**src/cmig_pkg.sv**
```systemverilog
// shared constants and carrier types for the counter module glue
`default_nettype none
package cmig_pkg;
	// clock rate of clk_in in MHz
	localparam int CLK_MHZ = 25;
	// number of counter channels and data widths
	localparam int NCH = 5;
	localparam int DW = 16;
	localparam int VEC_W = 8;
	// apb address layout: module select bits above the register offset
	localparam int AW = 12;
	localparam int REG_AW = 8;
	localparam int BASE_W = AW - REG_AW;
	// register byte offsets
	localparam logic [REG_AW-1:0] OFF_DATA = 8'h00;
	localparam logic [REG_AW-1:0] OFF_CMD = 8'h04;
	localparam logic [REG_AW-1:0] OFF_IEN = 8'h08;
	localparam logic [REG_AW-1:0] OFF_PEND = 8'h0c;
	localparam logic [REG_AW-1:0] OFF_MCTL = 8'h10;
	localparam logic [REG_AW-1:0] OFF_VEC = 8'h14;
	// master control field position
	localparam int MCTL_ME_BIT = 0;
	// reset values
	localparam logic [NCH-1:0] IEN_RST = 5'h00;
	localparam logic [NCH-1:0] PEND_RST = 5'h00;
	localparam logic MASTER_RST = 1'b0;
	localparam logic [DW-1:0] DATA_RST = 16'h0000;
	localparam logic [31:0] RDATA_RST = 32'h00000000;
	// timer chip access time and glitch rejection window
	localparam int ACCESS_NS = 200;
	localparam int ACCESS_CYC = (ACCESS_NS * CLK_MHZ + 999) / 1000;
	localparam int FILT_NS = 200;
	localparam int FILT_CYC = (FILT_NS * CLK_MHZ + 999) / 1000;
	// synchroniser only, no extra stability window
	localparam int SYNC_ONLY = 1;
	// timer chip strobes, all active low except the command select
	typedef struct packed {
		logic cs_n;
		logic cmd_sel;
		logic rd_n;
		logic wr_n;
	} cmig_chip_ctl_t;
	localparam cmig_chip_ctl_t CHIP_IDLE = '{cs_n: 1'b1, cmd_sel: 1'b0, rd_n: 1'b1, wr_n: 1'b1};
	// one set of user counter inputs
	typedef struct packed {
		logic [NCH-1:0] source;
		logic [NCH-1:0] gate;
	} cmig_user_t;
endpackage : cmig_pkg
`default_nettype wire

```
**src/cmig_filter.sv**
```systemverilog
// synchroniser with stability window for asynchronous inputs
`timescale 1ns/1ps
`default_nettype none
module cmig_filter #(
	parameter int W = 1,
	parameter int STABLE = 1
) (
	input wire logic clk_in,
	input wire logic rst_in,
	input wire logic [W-1:0] din_in,
	output logic [W-1:0] dout_out
);
	localparam int CW = $clog2(STABLE + 1);
	localparam logic [CW-1:0] CNT_LAST = CW'(STABLE - 1);
	localparam logic [CW-1:0] CNT_ONE = CW'(1);
	logic [W-1:0] s1;
	logic [W-1:0] s2;
	logic [W-1:0] s3;
	logic [CW-1:0] cnt;

	// three stage synchroniser, s1 feeds only s2
	always_ff @(posedge clk_in) begin
		if (rst_in) begin
			s1 <= '0;
			s2 <= '0;
			s3 <= '0;
		end else begin
			s1 <= din_in;
			s2 <= s1;
			s3 <= s2;
		end
	end

	// accept a new value once stages agree for the whole window
	always_ff @(posedge clk_in) begin
		if (rst_in) begin
			cnt <= '0;
			dout_out <= '0;
		end else if (s2 != s3 || s3 == dout_out) begin
			cnt <= '0; // spike or no change: restart window
		end else if (cnt == CNT_LAST) begin
			cnt <= '0;
			dout_out <= s3;
		end else begin
			cnt <= cnt + CNT_ONE;
		end
	end
endmodule : cmig_filter
`default_nettype wire

```
**src/cmig_top.sv**
```systemverilog
// bus glue, delayed reply, glitch rejection and interrupt logic of the counter module
// Overview of operation
// - halve the clock for the count reference
// - glitch filter every channel over/underflow output
// - answer every access, with an error when the module address does not match
// - supply switch vector on interrupt acknowledge
// - delay the reply for every access
// - reach timer chip through strobed data port
// - filtered output sets flag only when enabled
// - request interrupt when flag and master set
// - grant clears the master enable
// - setting master with pending flag requests again
// - counter inputs are nand of both inputs
`timescale 1ns/1ps
`default_nettype none
module cmig_top #(
	parameter int NUM_CH = cmig_pkg::NCH
) (
	input wire logic clk_in,
	input wire logic rst_in,
	// apb slave
	input wire logic psel_in,
	input wire logic penable_in,
	input wire logic pwrite_in,
	input wire logic [cmig_pkg::AW-1:0] paddr_in,
	input wire logic [31:0] pwdata_in,
	output logic [31:0] prdata_out,
	output logic pready_out,
	output logic pslverr_out,
	// switches
	input wire logic [cmig_pkg::BASE_W-1:0] addr_sw_in,
	input wire logic [cmig_pkg::VEC_W-1:0] vector_sw_in,
	// interrupt request and acknowledge
	output logic irq_out,
	input wire logic iack_in,
	output logic [cmig_pkg::VEC_W-1:0] vector_out,
	output logic vector_valid_out,
	// timer chip port
	output cmig_pkg::cmig_chip_ctl_t chip_ctl_out,
	output logic [cmig_pkg::DW-1:0] chip_data_out,
	output logic chip_data_oe_n_out,
	input wire logic [cmig_pkg::DW-1:0] chip_data_in,
	input wire logic [NUM_CH-1:0] chip_ovf_in,
	output logic count_clk_out,
	// user inputs and counter inputs
	input wire cmig_pkg::cmig_user_t user_iso_in,
	input wire cmig_pkg::cmig_user_t user_ttl_in,
	output cmig_pkg::cmig_user_t chip_user_out
);
	import cmig_pkg::*;

	typedef enum logic [2:0] {
		ST_IDLE = 3'b001,
		ST_WAIT = 3'b010,
		ST_DONE = 3'b100
	} cmig_state_t;

	localparam int CNT_W = $clog2(ACCESS_CYC + 1);
	localparam logic [CNT_W-1:0] CNT_LAST = CNT_W'(ACCESS_CYC - 1);
	localparam logic [CNT_W-1:0] CNT_ONE = CNT_W'(1);
	localparam int UW = 2 * NUM_CH;

	cmig_state_t state;
	cmig_state_t next_state;
	logic [CNT_W-1:0] wait_cnt;
	logic [BASE_W-1:0] addr_sw;
	logic [VEC_W-1:0] vector_sw;
	logic [DW-1:0] chip_rd;
	logic [NUM_CH-1:0] ovf_filt;
	logic [NUM_CH-1:0] ovf_prev;
	logic [NUM_CH-1:0] ovf_rise;
	logic [NUM_CH-1:0] int_en;
	logic [NUM_CH-1:0] req_flag;
	logic master_en;
	logic [UW-1:0] iso_sync;
	logic [UW-1:0] ttl_sync;
	logic [REG_AW-1:0] reg_off;
	logic addr_hit;
	logic reg_known;
	logic chip_reg;
	logic access_start;
	logic access_end;
	logic wr_done;
	logic grant;

	// switch settings and chip read data pass a plain synchroniser
	cmig_filter #(.W(BASE_W), .STABLE(SYNC_ONLY)) u_addr_sw (
		.clk_in(clk_in), .rst_in(rst_in), .din_in(addr_sw_in), .dout_out(addr_sw)
	);
	cmig_filter #(.W(VEC_W), .STABLE(SYNC_ONLY)) u_vec_sw (
		.clk_in(clk_in), .rst_in(rst_in), .din_in(vector_sw_in), .dout_out(vector_sw)
	);
	cmig_filter #(.W(DW), .STABLE(SYNC_ONLY)) u_chip_rd (
		.clk_in(clk_in), .rst_in(rst_in), .din_in(chip_data_in), .dout_out(chip_rd)
	);
	// glitch rejection on the channel over/underflow outputs
	cmig_filter #(.W(NUM_CH), .STABLE(FILT_CYC)) u_ovf (
		.clk_in(clk_in), .rst_in(rst_in), .din_in(chip_ovf_in), .dout_out(ovf_filt)
	);
	// user inputs, isolated and logic level
	cmig_filter #(.W(UW), .STABLE(SYNC_ONLY)) u_iso (
		.clk_in(clk_in), .rst_in(rst_in), .din_in(user_iso_in), .dout_out(iso_sync)
	);
	cmig_filter #(.W(UW), .STABLE(SYNC_ONLY)) u_ttl (
		.clk_in(clk_in), .rst_in(rst_in), .din_in(user_ttl_in), .dout_out(ttl_sync)
	);

	// counter source and gate inputs formed as a nand
	always_ff @(posedge clk_in) begin
		if (rst_in) begin
			chip_user_out <= '1;
		end else begin
			chip_user_out <= ~(iso_sync & ttl_sync);
		end
	end

	// count reference at half the clock rate
	always_ff @(posedge clk_in) begin
		if (rst_in) begin
			count_clk_out <= 1'b0;
		end else begin
			count_clk_out <= ~count_clk_out;
		end
	end

	// address decode
	assign reg_off = paddr_in[REG_AW-1:0];
	assign addr_hit = paddr_in[AW-1:REG_AW] == addr_sw;
	assign chip_reg = addr_hit && (reg_off == OFF_DATA || reg_off == OFF_CMD);
	assign reg_known = chip_reg || reg_off == OFF_IEN || reg_off == OFF_PEND
		|| reg_off == OFF_MCTL || reg_off == OFF_VEC;
	assign access_start = state == ST_IDLE && psel_in && penable_in;
	assign access_end = state == ST_WAIT && wait_cnt == CNT_LAST;
	assign wr_done = pready_out && psel_in && penable_in && pwrite_in && addr_hit;
	assign grant = iack_in && irq_out;

	// access sequencer: every access waits out the chip access time
	always_comb begin
		next_state = state;
		case (state)
			ST_IDLE: begin
				if (access_start) begin
					next_state = ST_WAIT;
				end
			end
			ST_WAIT: begin
				if (access_end) begin
					next_state = ST_DONE;
				end
			end
			ST_DONE: begin
				next_state = ST_IDLE;
			end
			default: begin
				next_state = ST_IDLE;
			end
		endcase
	end

	always_ff @(posedge clk_in) begin
		if (rst_in) begin
			state <= ST_IDLE;
		end else begin
			state <= next_state;
		end
	end

	// wait counter for the delayed reply
	always_ff @(posedge clk_in) begin
		if (rst_in) begin
			wait_cnt <= '0;
		end else if (state == ST_WAIT) begin
			wait_cnt <= wait_cnt + CNT_ONE;
		end else begin
			wait_cnt <= '0;
		end
	end

	// reply only after the wait has run out
	assign pready_out = state == ST_DONE;
	assign pslverr_out = pready_out && !(addr_hit && reg_known);

	// timer chip strobes held for the whole wait
	always_ff @(posedge clk_in) begin
		if (rst_in) begin
			chip_ctl_out <= CHIP_IDLE;
			chip_data_oe_n_out <= 1'b1;
			chip_data_out <= DATA_RST;
		end else if (access_start && chip_reg) begin
			chip_ctl_out.cs_n <= 1'b0;
			chip_ctl_out.cmd_sel <= reg_off == OFF_CMD;
			chip_ctl_out.rd_n <= pwrite_in;
			chip_ctl_out.wr_n <= ~pwrite_in;
			chip_data_oe_n_out <= ~pwrite_in;
			chip_data_out <= pwdata_in[DW-1:0];
		end else if (access_end) begin
			chip_ctl_out <= CHIP_IDLE;
			chip_data_oe_n_out <= 1'b1;
		end
	end

	// read data captured at the end of the wait
	always_ff @(posedge clk_in) begin
		if (rst_in) begin
			prdata_out <= RDATA_RST;
		end else if (access_end) begin
			prdata_out <= RDATA_RST;
			if (addr_hit && !pwrite_in) begin
				case (reg_off)
					OFF_DATA, OFF_CMD: prdata_out[DW-1:0] <= chip_rd;
					OFF_IEN: prdata_out[NUM_CH-1:0] <= int_en;
					OFF_PEND: prdata_out[NUM_CH-1:0] <= req_flag;
					OFF_MCTL: prdata_out[MCTL_ME_BIT] <= master_en;
					OFF_VEC: prdata_out[VEC_W-1:0] <= vector_sw;
					default: prdata_out <= RDATA_RST;
				endcase
			end
		end
	end

	// interrupt enable register
	always_ff @(posedge clk_in) begin
		if (rst_in) begin
			int_en <= IEN_RST;
		end else if (wr_done && reg_off == OFF_IEN) begin
			int_en <= pwdata_in[NUM_CH-1:0];
		end
	end

	// rising edge of each filtered channel output
	always_ff @(posedge clk_in) begin
		if (rst_in) begin
			ovf_prev <= '0;
		end else begin
			ovf_prev <= ovf_filt;
		end
	end
	assign ovf_rise = ovf_filt & ~ovf_prev;

	// request flags: enabled edge sets, write of one clears, set wins
	always_ff @(posedge clk_in) begin
		if (rst_in) begin
			req_flag <= PEND_RST;
		end else if (wr_done && reg_off == OFF_PEND) begin
			req_flag <= (req_flag & ~pwdata_in[NUM_CH-1:0]) | (ovf_rise & int_en);
		end else begin
			req_flag <= req_flag | (ovf_rise & int_en);
		end
	end

	// master enable: software sets, grant clears
	always_ff @(posedge clk_in) begin
		if (rst_in) begin
			master_en <= MASTER_RST;
		end else if (grant) begin
			master_en <= 1'b0;
		end else if (wr_done && reg_off == OFF_MCTL) begin
			master_en <= pwdata_in[MCTL_ME_BIT];
		end
	end

	// bus interrupt request
	always_ff @(posedge clk_in) begin
		if (rst_in) begin
			irq_out <= 1'b0;
		end else begin
			irq_out <= (|req_flag) && master_en && !grant;
		end
	end

	// vector supplied on acknowledge
	always_ff @(posedge clk_in) begin
		if (rst_in) begin
			vector_out <= '0;
			vector_valid_out <= 1'b0;
		end else begin
			vector_valid_out <= grant;
			if (grant) begin
				vector_out <= vector_sw;
			end
		end
	end
endmodule : cmig_top
`default_nettype wire

```
**config.mk**
```make
export PLATFORM = sky130hd
export DESIGN_NAME = cmig_top
export DESIGN_NICKNAME = d
export VERILOG_FILES = /design/src/cmig_pkg.sv /design/src/cmig_filter.sv /design/src/cmig_top.sv
export SDC_FILE = /design/constraint.sdc
export NUM_CORES = 1
export LEC_CHECK = 0
export BUFFER_PORTS_ARGS = -buffer_cell sky130_fd_sc_hd__buf_4
export CAP_MARGIN = 20
export CELL_PAD_IN_SITES_DETAIL_PLACEMENT = 1
export CELL_PAD_IN_SITES_GLOBAL_PLACEMENT = 1
export CORE_UTILIZATION = 39
export CTS_CLUSTER_SIZE = 24
export DETAILED_ROUTE_END_ITERATION = 12
export PLACE_DENSITY_LB_ADDON = 0.3
export SLEW_MARGIN = 5
export SYNTH_ARGS = -nofsm -noshare
export SYNTH_HDL_FRONTEND = slang
export SYNTH_SLANG_ARGS = --single-unit
export TNS_END_PERCENT = 1
```
**constraint.sdc**
```tcl
create_clock -name clk_in -period 5.6 [get_ports clk_in]
set_input_delay 0.28 -clock clk_in [delete_from_list [all_inputs] [get_ports clk_in]]
set_output_delay 0.28 -clock clk_in [all_outputs]
set_load 0.02 [all_outputs]
```
* After elaboration in Yosys (flattened, before gate mapping)
Cells that the tools add are included.
** Word-level totals
- Bits in registers :: 316
- Input bits :: 103
- Output and inout port bits :: 76
** Operators by class
- Add/subtract/negate cells :: 7
- Reductions and logical operators :: 51
- Bitwise gates (word level) :: 23
- Mux-type cells :: 13
- Eq/ne operators :: 25
** Operators by type and width (count)
- $eq A10 B10 Y1 :: 2
- $ne A10 B10 Y1 :: 2
- $logic_and A1 B1 Y1 :: 18
- $reduce_or A3 Y1 :: 6
- $eq A16 B16 Y1 :: 1
- $eq A8 B4 Y1 const B :: 2
- $eq A8 B5 Y1 const B :: 2
- $mux W16 :: 1
- $ne A16 B16 Y1 :: 1
- $pmux W4 S4 :: 1
- $and A5 B5 Y5 :: 3
- $not A1 Y1 :: 14
- $reduce_and A2 Y1 :: 7
- $pmux W3 S2 :: 2
- $logic_or A1 B1 Y1 :: 11
- $and A10 B10 Y10 :: 1
- $not A10 Y10 :: 1
- $not A5 Y5 :: 2
- $or A5 B5 Y5 :: 2
- $eq A3 B3 Y1 const B :: 3
- $eq A4 B4 Y1 :: 2
- $eq A8 B3 Y1 const B :: 1
- $eq A8 B8 Y1 :: 1
- $logic_not A8 Y1 :: 1
- 19 further kinds :: 32

* Longest topological paths before layout
Gate-level depths: netlist of the first run.
- Depth in word-level cells :: 10
- Mapped depth :: 8
- Gate-level depth less buffers :: 7

* Hierarchy
Synthesis of the first run repeated with hierarchy kept, for this count alone.
** Unflattened totals
- Cells, all modules :: 1132
- Area total of the unflattened synthesis :: 11601.1 µm²
** By module, submodules not included
- cmig_top :: times used 1, cells each 406, area an instance 3538.4 µm², sequential area each 1581.5 µm²
- cmig_filter (u_iso ...) :: times used 2, cells each 135, area an instance 1496.4 µm², sequential area each 820.8 µm²
- cmig_filter (u_chip_rd) :: times used 1, cells each 215, area an instance 2397.3 µm², sequential area each 1301.2 µm²
- cmig_filter (u_vec_sw) :: times used 1, cells each 109, area an instance 1207.4 µm², sequential area each 660.6 µm²
- cmig_filter (u_ovf) :: times used 1, cells each 82, area an instance 889.6 µm², sequential area each 460.4 µm²
- cmig_filter (u_addr_sw) :: times used 1, cells each 50, area an instance 575.6 µm², sequential area each 340.3 µm²

* Worst setup path after synthesis of the first run
Ideal clock, no wire load.
- Path kind :: input port to flip-flop
- From :: input paddr_in[0] (netlist name)
- To :: register chip_ctl_out[0] (netlist name)
- Library setup time :: 123 ps
- Data required time :: 5477 ps
- Path slack :: 3133 ps
- Data arrival time :: 2344 ps
- Path buffers :: 1
- Stages on the path :: 6
- Cell sequence :: or4_4 or4_4 or4b_4 buf_6 mux2i_1 or2_2
** On the way
- Word-level cells in the longest chain between the ends :: 5
- Elaborated cells between the ends (all ways) :: 7
- Classes of those cells :: 1 x eq/ne; 1 x mux; 5 x reduce/logical
** RTL lines
- start, declared :: line cmig_top.sv:25 : input wire logic [cmig_pkg::AW-1:0] paddr_in,
- $eq A8 B3 Y1 / $logic_not A8 Y1 (equally long branches) :: line cmig_top.sv:129 : assign chip_reg = addr_hit && (reg_off == OFF_DATA || reg_off == OFF_CMD);
- $logic_or A1 B1 Y1 * :: line cmig_top.sv:129
- $logic_and A1 B1 Y1 * :: line cmig_top.sv:129
- $logic_and A1 B1 Y1 * :: line cmig_top.sv:189 : end else if (access_start && chip_reg) begin
- $mux W4 / $reduce_bool A2 Y1 (equally long branches)
- end, declared :: line cmig_top.sv:39 : output cmig_pkg::cmig_chip_ctl_t chip_ctl_out,
Every way passes the cells marked *; elsewhere a longest branch is shown, timed or not.
A chain may end at the register's enable or synchronous reset.

* Worst setup path in the final report of the first run
- From :: register state[2]
- To :: register int_en[3]
** On the way
- Word-level cells in the longest chain between the ends :: 6
** RTL lines
- start, declared :: line cmig_top.sv:63 : cmig_state_t state;
- start signal, assigned :: line cmig_top.sv:164 : state <= next_state;
- $eq A3 B3 Y1 :: line cmig_top.sv:180 : assign pready_out = state == ST_DONE;
- $logic_and A1 B1 Y1 (4 in a row) :: line cmig_top.sv:134 : assign wr_done = pready_out && psel_in && penable_in && pwrite_in && addr_hit;
- $logic_and A1 B1 Y1 :: line cmig_top.sv:225 : end else if (wr_done && reg_off == OFF_IEN) begin
- end signal, assigned :: line cmig_top.sv:226 : int_en <= pwdata_in[NUM_CH-1:0];
- end, declared :: line cmig_top.sv:72 : logic [NUM_CH-1:0] int_en;
No other way between the ends.

==> qor.txt, run 1 <==
Status: finished, final reports clean
Fin crit period: 2.431 ns
Slew headroom: 31.63%
Max-cap violations: 0
Clk_lat worst skew: 0.55 ns
Fill cell count: 3040
Met2 Use GR: 28.04%
Drt wl/cell: 15.09 µm
DRC: 0
Sequential Power Share: 48.5%
Count leader, synth: dfxtp_1
CTS clk-pin slew, worst paths: 0.06 ns
Dpl hpwl: 16540 µm
LEAKAGE: 6.005 nW
Final period util: 43.41%
Total CTS buffers: 31
Clk network pwr share: 45.7%
Antenna cells: 0
Total grt overflow: 0
Clock Skew: 0.01229 ns
Buffers added on ports: 146
Placed inst area: 0.01222 mm²
Final Hold Vio Count: 0
Tightest Pin Transition: 1.025 ns
Syn_area_per_cell: 10.20 µm²
Worst R2R End: int_en[3]$_SDFFE_PP0P_
Hold/Removal Path Class: primary input to register
Int Pwr: 3.580 mW
Vias in the first global route: 7876
Most used routing layer: met2
Finish-stage setup viols: 0
Die H: 169.1 µm
Worst EP arrival: 2.83 ns
Setup Buffers After CTS: 0
Required @ worst endpoint: 6.00 ns
Maximum vdd drop: 0.2122 mV
Layout cells sized above 1: 16.24%
ANT nets after route: 0
Post-Synthesis Cells: 1068
Reg2Reg Setup Slack: 3.17 ns
Yosys top cell area share: 54.94%
Fin area: 0.01394 mm²
Nets: 1378
Depth of the most critical reg-to-reg path: 5
Fin. max-slew vios: 0
Reg-to-Reg Start: state[2]$_SDFFE_PP0P_
DIE AREA: 0.02861 mm²
FMAX: 0.4113 GHz
#FFs+latches synth: 299
Top cells by count, synth: dfxtp_1 (299), nor2b_1 (172), xor2_1 (73)
Area grow syn2layout: 28.00%
Via count: 7724
Largest net degree at the start of global routing: 165
Total routed wirelength: 25120 µm
Top Ports: 179
TritonCTS clock tree: yes
DR pass1 iterations: 4
Initial antenna violation count: 0
Async SR Flop Fraction: 0%
Total track usage: 17.55%
Seq/Total Area, Yosys: 54.94%
Psw: 981.1 µW
Worst-case clock buffer depth: 3
M1 GR Usage: 24.47%
Clk sinks: 299
Via density: 4.639
Unrepaired setup endpoints after global routing: false
Ys Warns: 0
Core region area: 0.02718 mm²
FP Rows: 60
Fin Setup TNS: 0 ns
First-pass GRT wire length: 40450 µm
Yosys cell types: 47
Critical Path End: int_en[3]$_SDFFE_PP0P_
Hold WS: 0.009024 ns
First DRT Iteration DRCs: 329
Switching fraction of total power: 21.51%
CTS Root Cell: clkbuf_16
Initial Util: 40.09%
Dominant synthesized flop cell: dfxtp_1
Met3 usage: 2.612%
CTS H-tree depth: 1
Final Wtd Congestion: 0.7944
Post-synth EDFFs: 0
Area contributors post-synth: dfxtp_1 (55%), nor2b_1 (9.9%), xor2_1 (5.9%), mux2i_1 (4.5%), xnor2_1 (3.1%)
Pwr Density: 327.1 mW/mm²
CP max FO: 5
Critical path class: register to register
Cell taking the most area after synthesis: dfxtp_1
Mapped Area: 0.01089 mm²
Setup crit end kind: register
CP startpoint: state[2]$_SDFFE_PP0P_
Combinational power share: 5.8%
Startpoint Class: register
Die Span X: 169.1 µm
worst min-delay path by stage:
stage                                   start                          end  slack (ns)  cells after the start
2_1_floorplan  u_iso.dout_out[0]$_SDFFE_PP0P_  chip_user_out[0]$_SDFF_PP1_        0.40                      1
3_3_place_gp         count_clk_out$_SDFF_PP0_     count_clk_out$_SDFF_PP0_        0.41                      1
3_5_place_dp         count_clk_out$_SDFF_PP0_     count_clk_out$_SDFF_PP0_        0.41                      1
4_1_cts                        chip_ovf_in[2]       u_ovf.s1[2]$_SDFF_PP0_      0.0008                      2
5_1_grt                        chip_ovf_in[2]       u_ovf.s1[2]$_SDFF_PP0_       0.005                      2
6_report                       chip_ovf_in[2]       u_ovf.s1[2]$_SDFF_PP0_       0.009                      2
power groups by stage:
stage	logic (mW)	clock network, mW	registers (mW)
4_1_cts	0.267	2.14	2.21
3_5_place_dp	0.228	0	2.26
2_1_floorplan	0.154	0	2.25
5_1_grt	0.294	2.23	2.22
3_3_place_gp	0.223	0	2.26
6_report	0.267	2.08	2.21
routing by layer:
| metal | routed length, µm | part of all wire, % |
|---|---|---|
| met3 | 1051 | 4.2 |
| met2 | 11190 | 45 |
| met5 | 0 | 0 |
| met1 | 12340 | 49 |
| met4 | 546 | 2.2 |
timing repair:
action | CTS | global route
hold buffers | 67 | 0
resized for setup | 0 | 0
hold endpoints to repair | 69 | 0
per-stage QoR:
stage / setup WS (ns) / power, mW / std cells / util (%)
2_1_floorplan: 3.133 / 2.401 / 1088 / -
3_3_place_gp: 2.811 / 2.479 / 1543 / 44.97
3_5_place_dp: 2.798 / 2.486 / 1543 / 44.97
4_1_cts: 3.171 / 4.617 / 1665 / 51.31
5_1_grt: 3.080 / 4.735 / 1665 / 51.31
6_report: 3.169 / 4.561 / 1665 / 51.31
worst max-delay path, cell delays in order, from the launching register on:
cell,delay [ns]
dfxtp_1,0.38
or3b_2,0.49
nor4_1,0.62
and4_1,0.50
mux2i_1,0.23
nor2_1,0.06
cell families after synthesis:
kind of cell	synth area share, %
AOI/OAI and AO/OA	5.834
xor gates and xnor gates	9.004
adders and majority gates	0.4594
buffers and inverters	3.514
DFF	54.94
muxes	4.605
other	0.03442
and+or+nand+nor	21.60
final cells by class:
type | count | area [µm²] | share of cell area (%)
Clock buffer | 43 | 910.9 | 6.532
Inverter | 12 | 45.04 | 0.3230
Tap cell | 372 | 465.4 | 3.338
Sequential cell | 299 | 5986 | 42.93
Timing Repair Buffer | 216 | 1795 | 12.88
Multi-Input combinational cell | 711 | 4601 | 32.99
Clock inverter | 12 | 141.4 | 1.014
placed cells by master (no fill, tap or decap), types with 18 or more instances in the layout:
| cell type | netlist | final |
|---|---|---|
| a21oi_1 | 51 | 51 |
| buf_4 | 17 | 148 |
| clkbuf_16 | 0 | 31 |
| conb_1 | 1 | 21 |
| dfxtp_1 | 299 | 299 |
| dlygate4sd3_1 | 0 | 67 |
| mux2i_1 | 49 | 49 |
| nand2_1 | 50 | 50 |
| nand2b_1 | 36 | 36 |
| nand3_1 | 24 | 24 |
| nor2_1 | 56 | 56 |
| nor2b_1 | 172 | 172 |
| nor4_1 | 18 | 18 |
| o21ai_0 | 29 | 29 |
| xnor2_1 | 39 | 39 |
| xor2_1 | 73 | 73 |
registers in the layout (all words and copies together) (netlist names), 10 cells and up:
signal	count
u_chip_rd.s1	16
chip_data_out	16
chip_user_out	10
prdata_out	16
u_chip_rd.s3	16
u_ttl.s2	10
u_chip_rd.s2	16
u_ttl.s1	10
u_ttl.dout_out	10
u_iso.dout_out	10
u_chip_rd.dout_out	16
u_iso.s1	10
u_iso.s2	10
u_iso.s3	10
u_ttl.s3	10
Power figures use the tool's default switching activity.
==> run 2, diff against run 1 <==
--- a/config.mk
+++ b/config.mk
@@ -5,11 +5,12 @@
 export SDC_FILE = /design/constraint.sdc
 export NUM_CORES = 1
 export LEC_CHECK = 0
+export ABC_AREA = 1
 export BUFFER_PORTS_ARGS = -buffer_cell sky130_fd_sc_hd__buf_4
 export CAP_MARGIN = 20
 export CELL_PAD_IN_SITES_DETAIL_PLACEMENT = 1
 export CELL_PAD_IN_SITES_GLOBAL_PLACEMENT = 1
-export CORE_UTILIZATION = 39
+export CORE_UTILIZATION = 37
 export CTS_CLUSTER_SIZE = 24
 export DETAILED_ROUTE_END_ITERATION = 12
 export PLACE_DENSITY_LB_ADDON = 0.3
==> constraint.sdc (replaced) <==
create_clock -name clk_in -period 2 [get_ports clk_in]
set_input_delay 0.1 -clock clk_in [delete_from_list [all_inputs] [get_ports clk_in]]
set_output_delay 0.1 -clock clk_in [all_outputs]
set_load 0.02 [all_outputs]
==> qor.txt, run 2 <==
Status: finished, final reports clean
Layout cells sized above 1: 13.02% (-3.2 points)
Final Hold Vio Count: 0 (unchanged)
Int Pwr: 10.97 mW (+210%)
Ys Warns: 0 (unchanged)
Core region area: 0.03147 mm² (+16%)
Commonest cells after routing, fill and taps aside: nor2_1 (370), dfxtp_1 (299), inv_1 (290), nand2_1 (279), buf_4 (159)
Max-cap violations: 0 (unchanged)
Initial Util: 37.47% (-2.6 points)
Top cells by count, synth: nor2_1 (370), dfxtp_1 (299), inv_1 (290)
Drt wl/cell: 13.30 µm (-12%)
Simple-gate share of the synthesized area: 28.62% (+7.0 points)
Largest net degree at the start of global routing: 94 (-43%)
Tightest Pin Transition: 0.6143 ns (-0.4112 ns)
Combinational power share: 9.2% (+3.4 points)
Largest family of logic cells by synthesized area: simple AND/OR/NAND/NOR gates
#FFs+latches synth: 299 (unchanged)
First-pass GRT wire length: 50770 µm (+26%)
Switching fraction of total power: 23.29% (+1.8 points)
Slew headroom: 59.05% (+27 points)
Fin. max-slew vios: 0 (unchanged)
Via density: 4.580 (-1.3%)
Final Wtd Congestion: 0.8555 (+7.7%)
Yosys top cell area share: 50.75% (-4.2 points)
TritonCTS clock tree: yes
Syn_area_per_cell: 7.298 µm² (-28%)
Psw: 3.332 mW (+240%)
LEAKAGE: 6.903 nW (+15%)
Worst-case clock buffer depth: 3 (unchanged)
ANT nets after route: 0 (unchanged)
Post-Place Worst Slack: 0.1198 ns (-2.678 ns)
Yosys cell types: 43 (-8.5%)
Hold/Removal Path Class: primary input to register
Fin crit period: 1.771 ns
Async SR Flop Fraction: 0% (unchanged)
Compound-Gate Fraction of Synth Area: 5.241% (-0.59 points)
Vias in the first global route: 10810 (+37%)
Crit-path cells: xor2_1 -> nor2_1 -> nand2_2 -> o21a_1 -> buf_4
Required @ worst endpoint: 1.90 ns (-4.10 ns)
Total routed wirelength: 30270 µm (+20%)
Clk_lat worst skew: 0.50 ns (-0.05 ns)
Seq/Total Area, Yosys: 50.75% (-4.2 points)
Crit path max-delay family: flip-flops
Fin cells: 2276 (+37%)
Fraction of synthesized area in multiplexers: 0% (-4.6 points)
Initial antenna violation count: 0 (unchanged)
Fin Setup TNS: 0 ns (unchanged)
Buffers added on ports: 146 (unchanged)
Clk network pwr share: 46.6% (+0.9 points)
Critical path class: register to output pin
Area contributors post-synth: dfxtp_1 (51%), nor2_1 (12%), inv_1 (9.2%), nand2_1 (8.9%), nand3_1 (3.1%)
CP max stage cell: dfxtp_1
Final Power: 14.31 mW (+210%)
Via count: 10430 (+35%)
Die H: 180.5 µm (+6.7%)
Dpl hpwl: 20670 µm (+25%)
Total grt overflow: 0 (unchanged)
Clock Skew: 0.01232 ns (+0.00002870 ns)
Finish-stage setup viols: 0 (unchanged)
Unrepaired setup endpoints after global routing: false
Area grow syn2layout: 29.50%
PnR worst setup slack: 0.2289 ns (-2.940 ns)
Post-synth EDFFs: 0 (unchanged)
DRC: 0 (unchanged)
First DRT Iteration DRCs: 455 (+38%)
Dominant synthesized flop cell: dfxtp_1
Die Span X: 180.5 µm (+6.7%)
Antenna cells: 0 (unchanged)
WP buf/inv: 1 (+1)
Pwr Density: 936.6 mW/mm² (+190%)
Worst path max stage delay: 0.33 ns (-0.29 ns)
Clk sinks: 299 (unchanged)
Startpoint Class: register
Nets: 1957 (+42%)
Post-Synth Adder-Cell Area: 0.4244% (-0.035 points)
Cell taking the most area after synthesis: dfxtp_1
Post-Synth XOR/XNOR Area: 2.748% (-6.3 points)
Setup crit end kind: output pin
Total CTS buffers: 35 (+13%)
CP max FO: 4 (-1)
Maximum vdd drop: 0.5958 mV (+180%)
Post-Synthesis Cells: 1616 (+51%)
FP Rows: 65 (+8.3%)
Inst Count DP: 2140 (+39%)
FMAX: 0.5646 GHz
Final period util: 88.56%
Count leader, synth: nor2_1
Commonest non-fill, non-tap cell in the layout: nor2_1
Top Ports: 179 (unchanged)
Total track usage: 18.73% (+1.2 points)
Worst EP arrival: 1.67 ns (-1.16 ns)
CTS clk-pin slew, worst paths: 0.06 ns (about the same)
CTS H-tree depth: 2 (+1)
Mapped Area: 0.01179 mm² (+8.3%)
Sequential Power Share: 44.2% (-4.3 points)
DR pass1 iterations: 4 (unchanged)
DIE AREA: 0.03259 mm² (+14%)
CTS Root Cell: clkbuf_16
[run 2: final cells by class]
type	count	area, µm²
clock buffer	48	997.2
clock inverter	13	217.7
fill	3918	16200
inverter	294	1105
multi-input combinational	982	4449
sequential	299	5986
tap	402	503.0
timing repair buffer	238	2016
[run 2: cell families (layout without fill, tap and decap cells)]
family          Yosys count  in the layout
other cells               1             21
buf+inv                 355            593
simple gates            806            806
flops                   299            299
compound gates          114            114
fa+ha+maj                 4              4
xor+xnor                 37             37
[run 2: final timing paths]
check             slack [ns]  cells past startpoint                                from                                 to
hold reg to reg         0.39                      2          u_chip_rd.s1[0]$_SDFF_PP0_         u_chip_rd.s2[0]$_SDFF_PP0_
setup reg to reg        0.33                      8   u_vec_sw.dout_out[5]$_SDFFE_PP0P_  u_vec_sw.dout_out[4]$_SDFFE_PP0P_
hold / removal          0.05                      4                             psel_in              state[0]$_SDFFE_PP1P_
setup / recovery        0.23                      5  u_addr_sw.dout_out[2]$_SDFFE_PP0P_                        pslverr_out
[run 2: through the flow]
step                utilization, %  instance area [µm²]  hold WS [ns]
floorplan                        -                11870        0.2070
global placement             42.27                13310        0.3005
detailed placement           42.27                13310        0.3083
CTS                          48.52                15270      0.005018
global route                 48.53                15270       0.04647
finish                       48.53                15270       0.04936
[run 2: metal layers]
| layer | part of all wire (%) | vias up | GRT usage [%] |
|---|---|---|---|
| met5 | 0 | - | 0 |
| met4 | 2.2 | 0 | 5.333 |
| met3 | 3.4 | 56 | 3.213 |
| met2 | 49 | 173 | 33.69 |
| met1 | 46 | 4877 | 22.81 |
| li1 | - | 5319 | - |
[run 2: worst register-to-register path, stage by stage, from the launching register on]
cell and delay, ns:
dfxtp_1 0.41, inv_1 0.08, nand2_1 0.06, nand4_1 0.11, nor3_1 0.19, nand2_1 0.37, nand3_1 0.21, nand2_1 0.07
nor2_1 0.10
[run 2: repair_timing]
action | in CTS | in global routing
hold buffers | 75 | 0
endpoints found under the hold margin | 93 | 0
resized for setup | 0 | 1
setup buffers | 0 | 0
endpoints found under the setup margin | 0 | 12
[run 2: power groups by stage]
stage                     clock [mW]  sequential, mW  combinational (mW)
after floorplan                    0            6.40               0.841
after global placement             0            6.45                1.15
after detailed placement           0            6.45                1.19
after CTS                       6.86            6.32                1.32
after global routing            7.15            6.35                1.49
final                           6.67            6.32                1.31
==> run 3, diff against run 2 <==
--- a/config.mk
+++ b/config.mk
@@ -10,7 +10,7 @@
 export CAP_MARGIN = 20
 export CELL_PAD_IN_SITES_DETAIL_PLACEMENT = 1
 export CELL_PAD_IN_SITES_GLOBAL_PLACEMENT = 1
-export CORE_UTILIZATION = 37
+export CORE_UTILIZATION = 39
 export CTS_CLUSTER_SIZE = 24
 export DETAILED_ROUTE_END_ITERATION = 12
 export PLACE_DENSITY_LB_ADDON = 0.3
==> constraint.sdc (replaced) <==
create_clock -name clk_in -period 2.1 [get_ports clk_in]
set_input_delay 0.105 -clock clk_in [delete_from_list [all_inputs] [get_ports clk_in]]
set_output_delay 0.105 -clock clk_in [all_outputs]
set_load 0.02 [all_outputs]
==> qor.txt, run 3 (same netlist as run 2, synthesis figures left out) <==
Crit path max-delay family: buffers and inverters
Hold/Removal Path Class: primary input to register
Layout cells sized above 1: 13.05% (+0.028 points)
CP max stage cell: dlygate4sd3_1
Clk sinks: 299 (unchanged)
Commonest non-fill, non-tap cell in the layout: nor2_1
Nets: 1954 (-0.15%)
Final Wtd Congestion: 0.8321 (-2.7%)
Startpoint Class: register
CTS Root Cell: clkbuf_16
Final period util: 92.12%
Total track usage: 20.96% (+2.2 points)
Worst-case clock buffer depth: 3 (unchanged)
Vias in the first global route: 10980 (+1.6%)
Max-cap violations: 0 (unchanged)
Storage element area: 0.005986 mm² (unchanged)
Reg-to-Reg Start: u_addr_sw.dout_out[1]$_SDFFE_PP0P_
Slew headroom: 57.61% (-1.4 points)
Largest net degree at the start of global routing: 91 (-3.2%)
Die Span X: 175.9 µm (-2.6%)
Multi-input gate area in the final layout: 0.004447 mm² (about the same)
DIE AREA: 0.03094 mm² (-5.1%)
Core region area: 0.02972 mm² (-5.6%)
Buffers added on ports: 146 (unchanged)
DR pass1 iterations: 5 (+1)
Crit-path cells: inv_1 -> nand2_1 -> nand2_1 -> a21oi_2 -> nand2_2 -> nor3_4 -> dlygate4sd3_1 -> nand2_1 -> a21oi_1
Total routed wirelength: 32160 µm (+6.2%)
Tightest Pin Transition: 0.6343 ns (+0.01997 ns)
FMAX: 0.5169 GHz
Commonest cells after routing, fill and taps aside: nor2_1 (370), dfxtp_1 (299), inv_1 (290), nand2_1 (280), buf_4 (159)
Post-CTS sizing: 0 (unchanged)
Setup crit end kind: register
Finish-stage setup viols: 0 (unchanged)
Critical path class: register to register
Hold WS: 0.1020 ns (+0.05263 ns)
Initial antenna violation count: 0 (unchanged)
Dpl hpwl: 21000 µm (+1.6%)
Worst EP arrival: 2.42 ns (+0.75 ns)
Status: finished, final reports clean
Inst Count DP: 2126 (-0.65%)
Drt wl/cell: 14.23 µm (+7.0%)
Via count: 10510 (+0.85%)
Fin cells: 2260 (-0.70%)
CTS H-tree depth: 1 (-1)
Fill cell count: 3666 (-6.4%)
Maximum vdd drop: 0.6452 mV (+8.3%)
Fin. max-slew vios: 0 (unchanged)
Cell mode on critical path: nand2_1
CP startpoint: u_addr_sw.dout_out[1]$_SDFFE_PP0P_
Unrepaired setup endpoints after global routing: false
CP max FO: 6 (+2)
ANT nets after route: 0 (unchanged)
CTS clk-pin slew, worst paths: 0.06 ns (about the same)
Pwr Density: 891.3 mW/mm² (-4.8%)
Via density: 4.652 (+1.6%)
Clock Skew: 0.01647 ns (+0.004151 ns)
Total grt overflow: 0 (unchanged)
First DRT Iteration DRCs: 389 (-15%)
Die H: 175.9 µm (-2.6%)
Total CTS buffers: 31 (-11%)
WP buf/inv: 2 (+1)
Final Hold Vio Count: 0 (unchanged)
Initial Util: 39.69% (+2.2 points)
Antenna cells: 0 (unchanged)
Fin Setup TNS: 0 ns (unchanged)
Hold path startpoint: paddr_in[3]
Worst path max stage delay: 0.61 ns (+0.28 ns)
Top Ports: 179 (unchanged)
TritonCTS clock tree: yes
FP Rows: 63 (-3.1%)
Clk_lat worst skew: 0.57 ns (+0.07 ns)
Required @ worst endpoint: 2.59 ns (+0.69 ns)
First-pass GRT wire length: 53050 µm (+4.5%)
Fin crit period: 1.935 ns
DRC: 0 (unchanged)
Area grow syn2layout: 29.02%
LEAKAGE: 6.881 nW (-0.32%)
[run 3: changes by cell type in the layout (fill, tap and decap cells not counted), sizes merged]
cell	delta
buf	-2
bufinv	+2
clkbuf	-9
clkinv	-2
clkinvlp	+3
dlygate4sd3	+3
inv	+1
[run 3: worst reg2reg max path, stage by stage, from the launching register on]
cell,delay (ns)
dfxtp_1,0.39
inv_1,0.06
nand2_1,0.08
nand2_1,0.07
a21oi_2,0.11
nand2_2,0.13
nor3_4,0.26
dlygate4sd3_1,0.61
nand2_1,0.05
a21oi_1,0.11
[run 3: repair_timing]
item | in CTS | in global routing
buffers inserted | 0 | 0
setup endpoints to repair | 0 | 0
hold buffers | 78 | 0
endpoints found under the hold margin | 99 | 0
[run 3: layout make-up]
| cell class | count | share of cell area (%) |
|---|---|---|
| Tap cell | 390 | 3.207 |
| Clock buffer | 39 | 5.822 |
| Sequential cell | 299 | 39.34 |
| Inverter | 294 | 7.261 |
| Clock inverter | 17 | 1.965 |
| Multi-Input combinational cell | 982 | 29.22 |
| Timing Repair Buffer | 239 | 13.18 |
[run 3: metrics by stage]
stage / util (%) / worst slack (ns) / instance area [µm²] / total power [mW]
floorplan: - / 0.6632 / 11870 / 6.899
global placement: 44.59 / 0.3670 / 13250 / 7.223
detailed placement: 44.59 / 0.2562 / 13250 / 7.278
CTS: 51.20 / 0.1267 / 15220 / 13.69
global route: 51.20 / 0.01764 / 15220 / 14.14
finish: 51.20 / 0.1654 / 15220 / 13.56
[run 3: metal layers]
| metal | part of all wire, % | global-route usage, % | vias to the layer above |
|---|---|---|---|
| li1 | - | - | 5308 |
| met1 | 44 | 25.05 | 4991 |
| met2 | 51 | 39.25 | 172 |
| met3 | 3.5 | 2.749 | 43 |
| met4 | 1.6 | 5.000 | 0 |
| met5 | 0 | 0 | - |
[run 3: path summary, 6_finish.rpt]
| kind | endpoint | slack, ns | cells after the start |
|---|---|---|---|
| worst max-delay path | chip_ctl_out[2]$_SDFFE_PP0P_ | 0.17 | 9 |
| worst min-delay path | prdata_out[6]$_SDFFE_PP0P_ | 0.10 | 6 |
| worst max register to register | chip_ctl_out[2]$_SDFFE_PP0P_ | 0.17 | 9 |
| worst min register to register | u_vec_sw.s2[7]$_SDFF_PP0_ | 0.40 | 2 |
[run 3: power breakdown]
| part | internal, mW | switching [mW] |
|---|---|---|
| Clock | 3.95 | 2.32 |
| Combinational | 0.518 | 0.751 |
| Sequential | 5.87 | 0.147 |
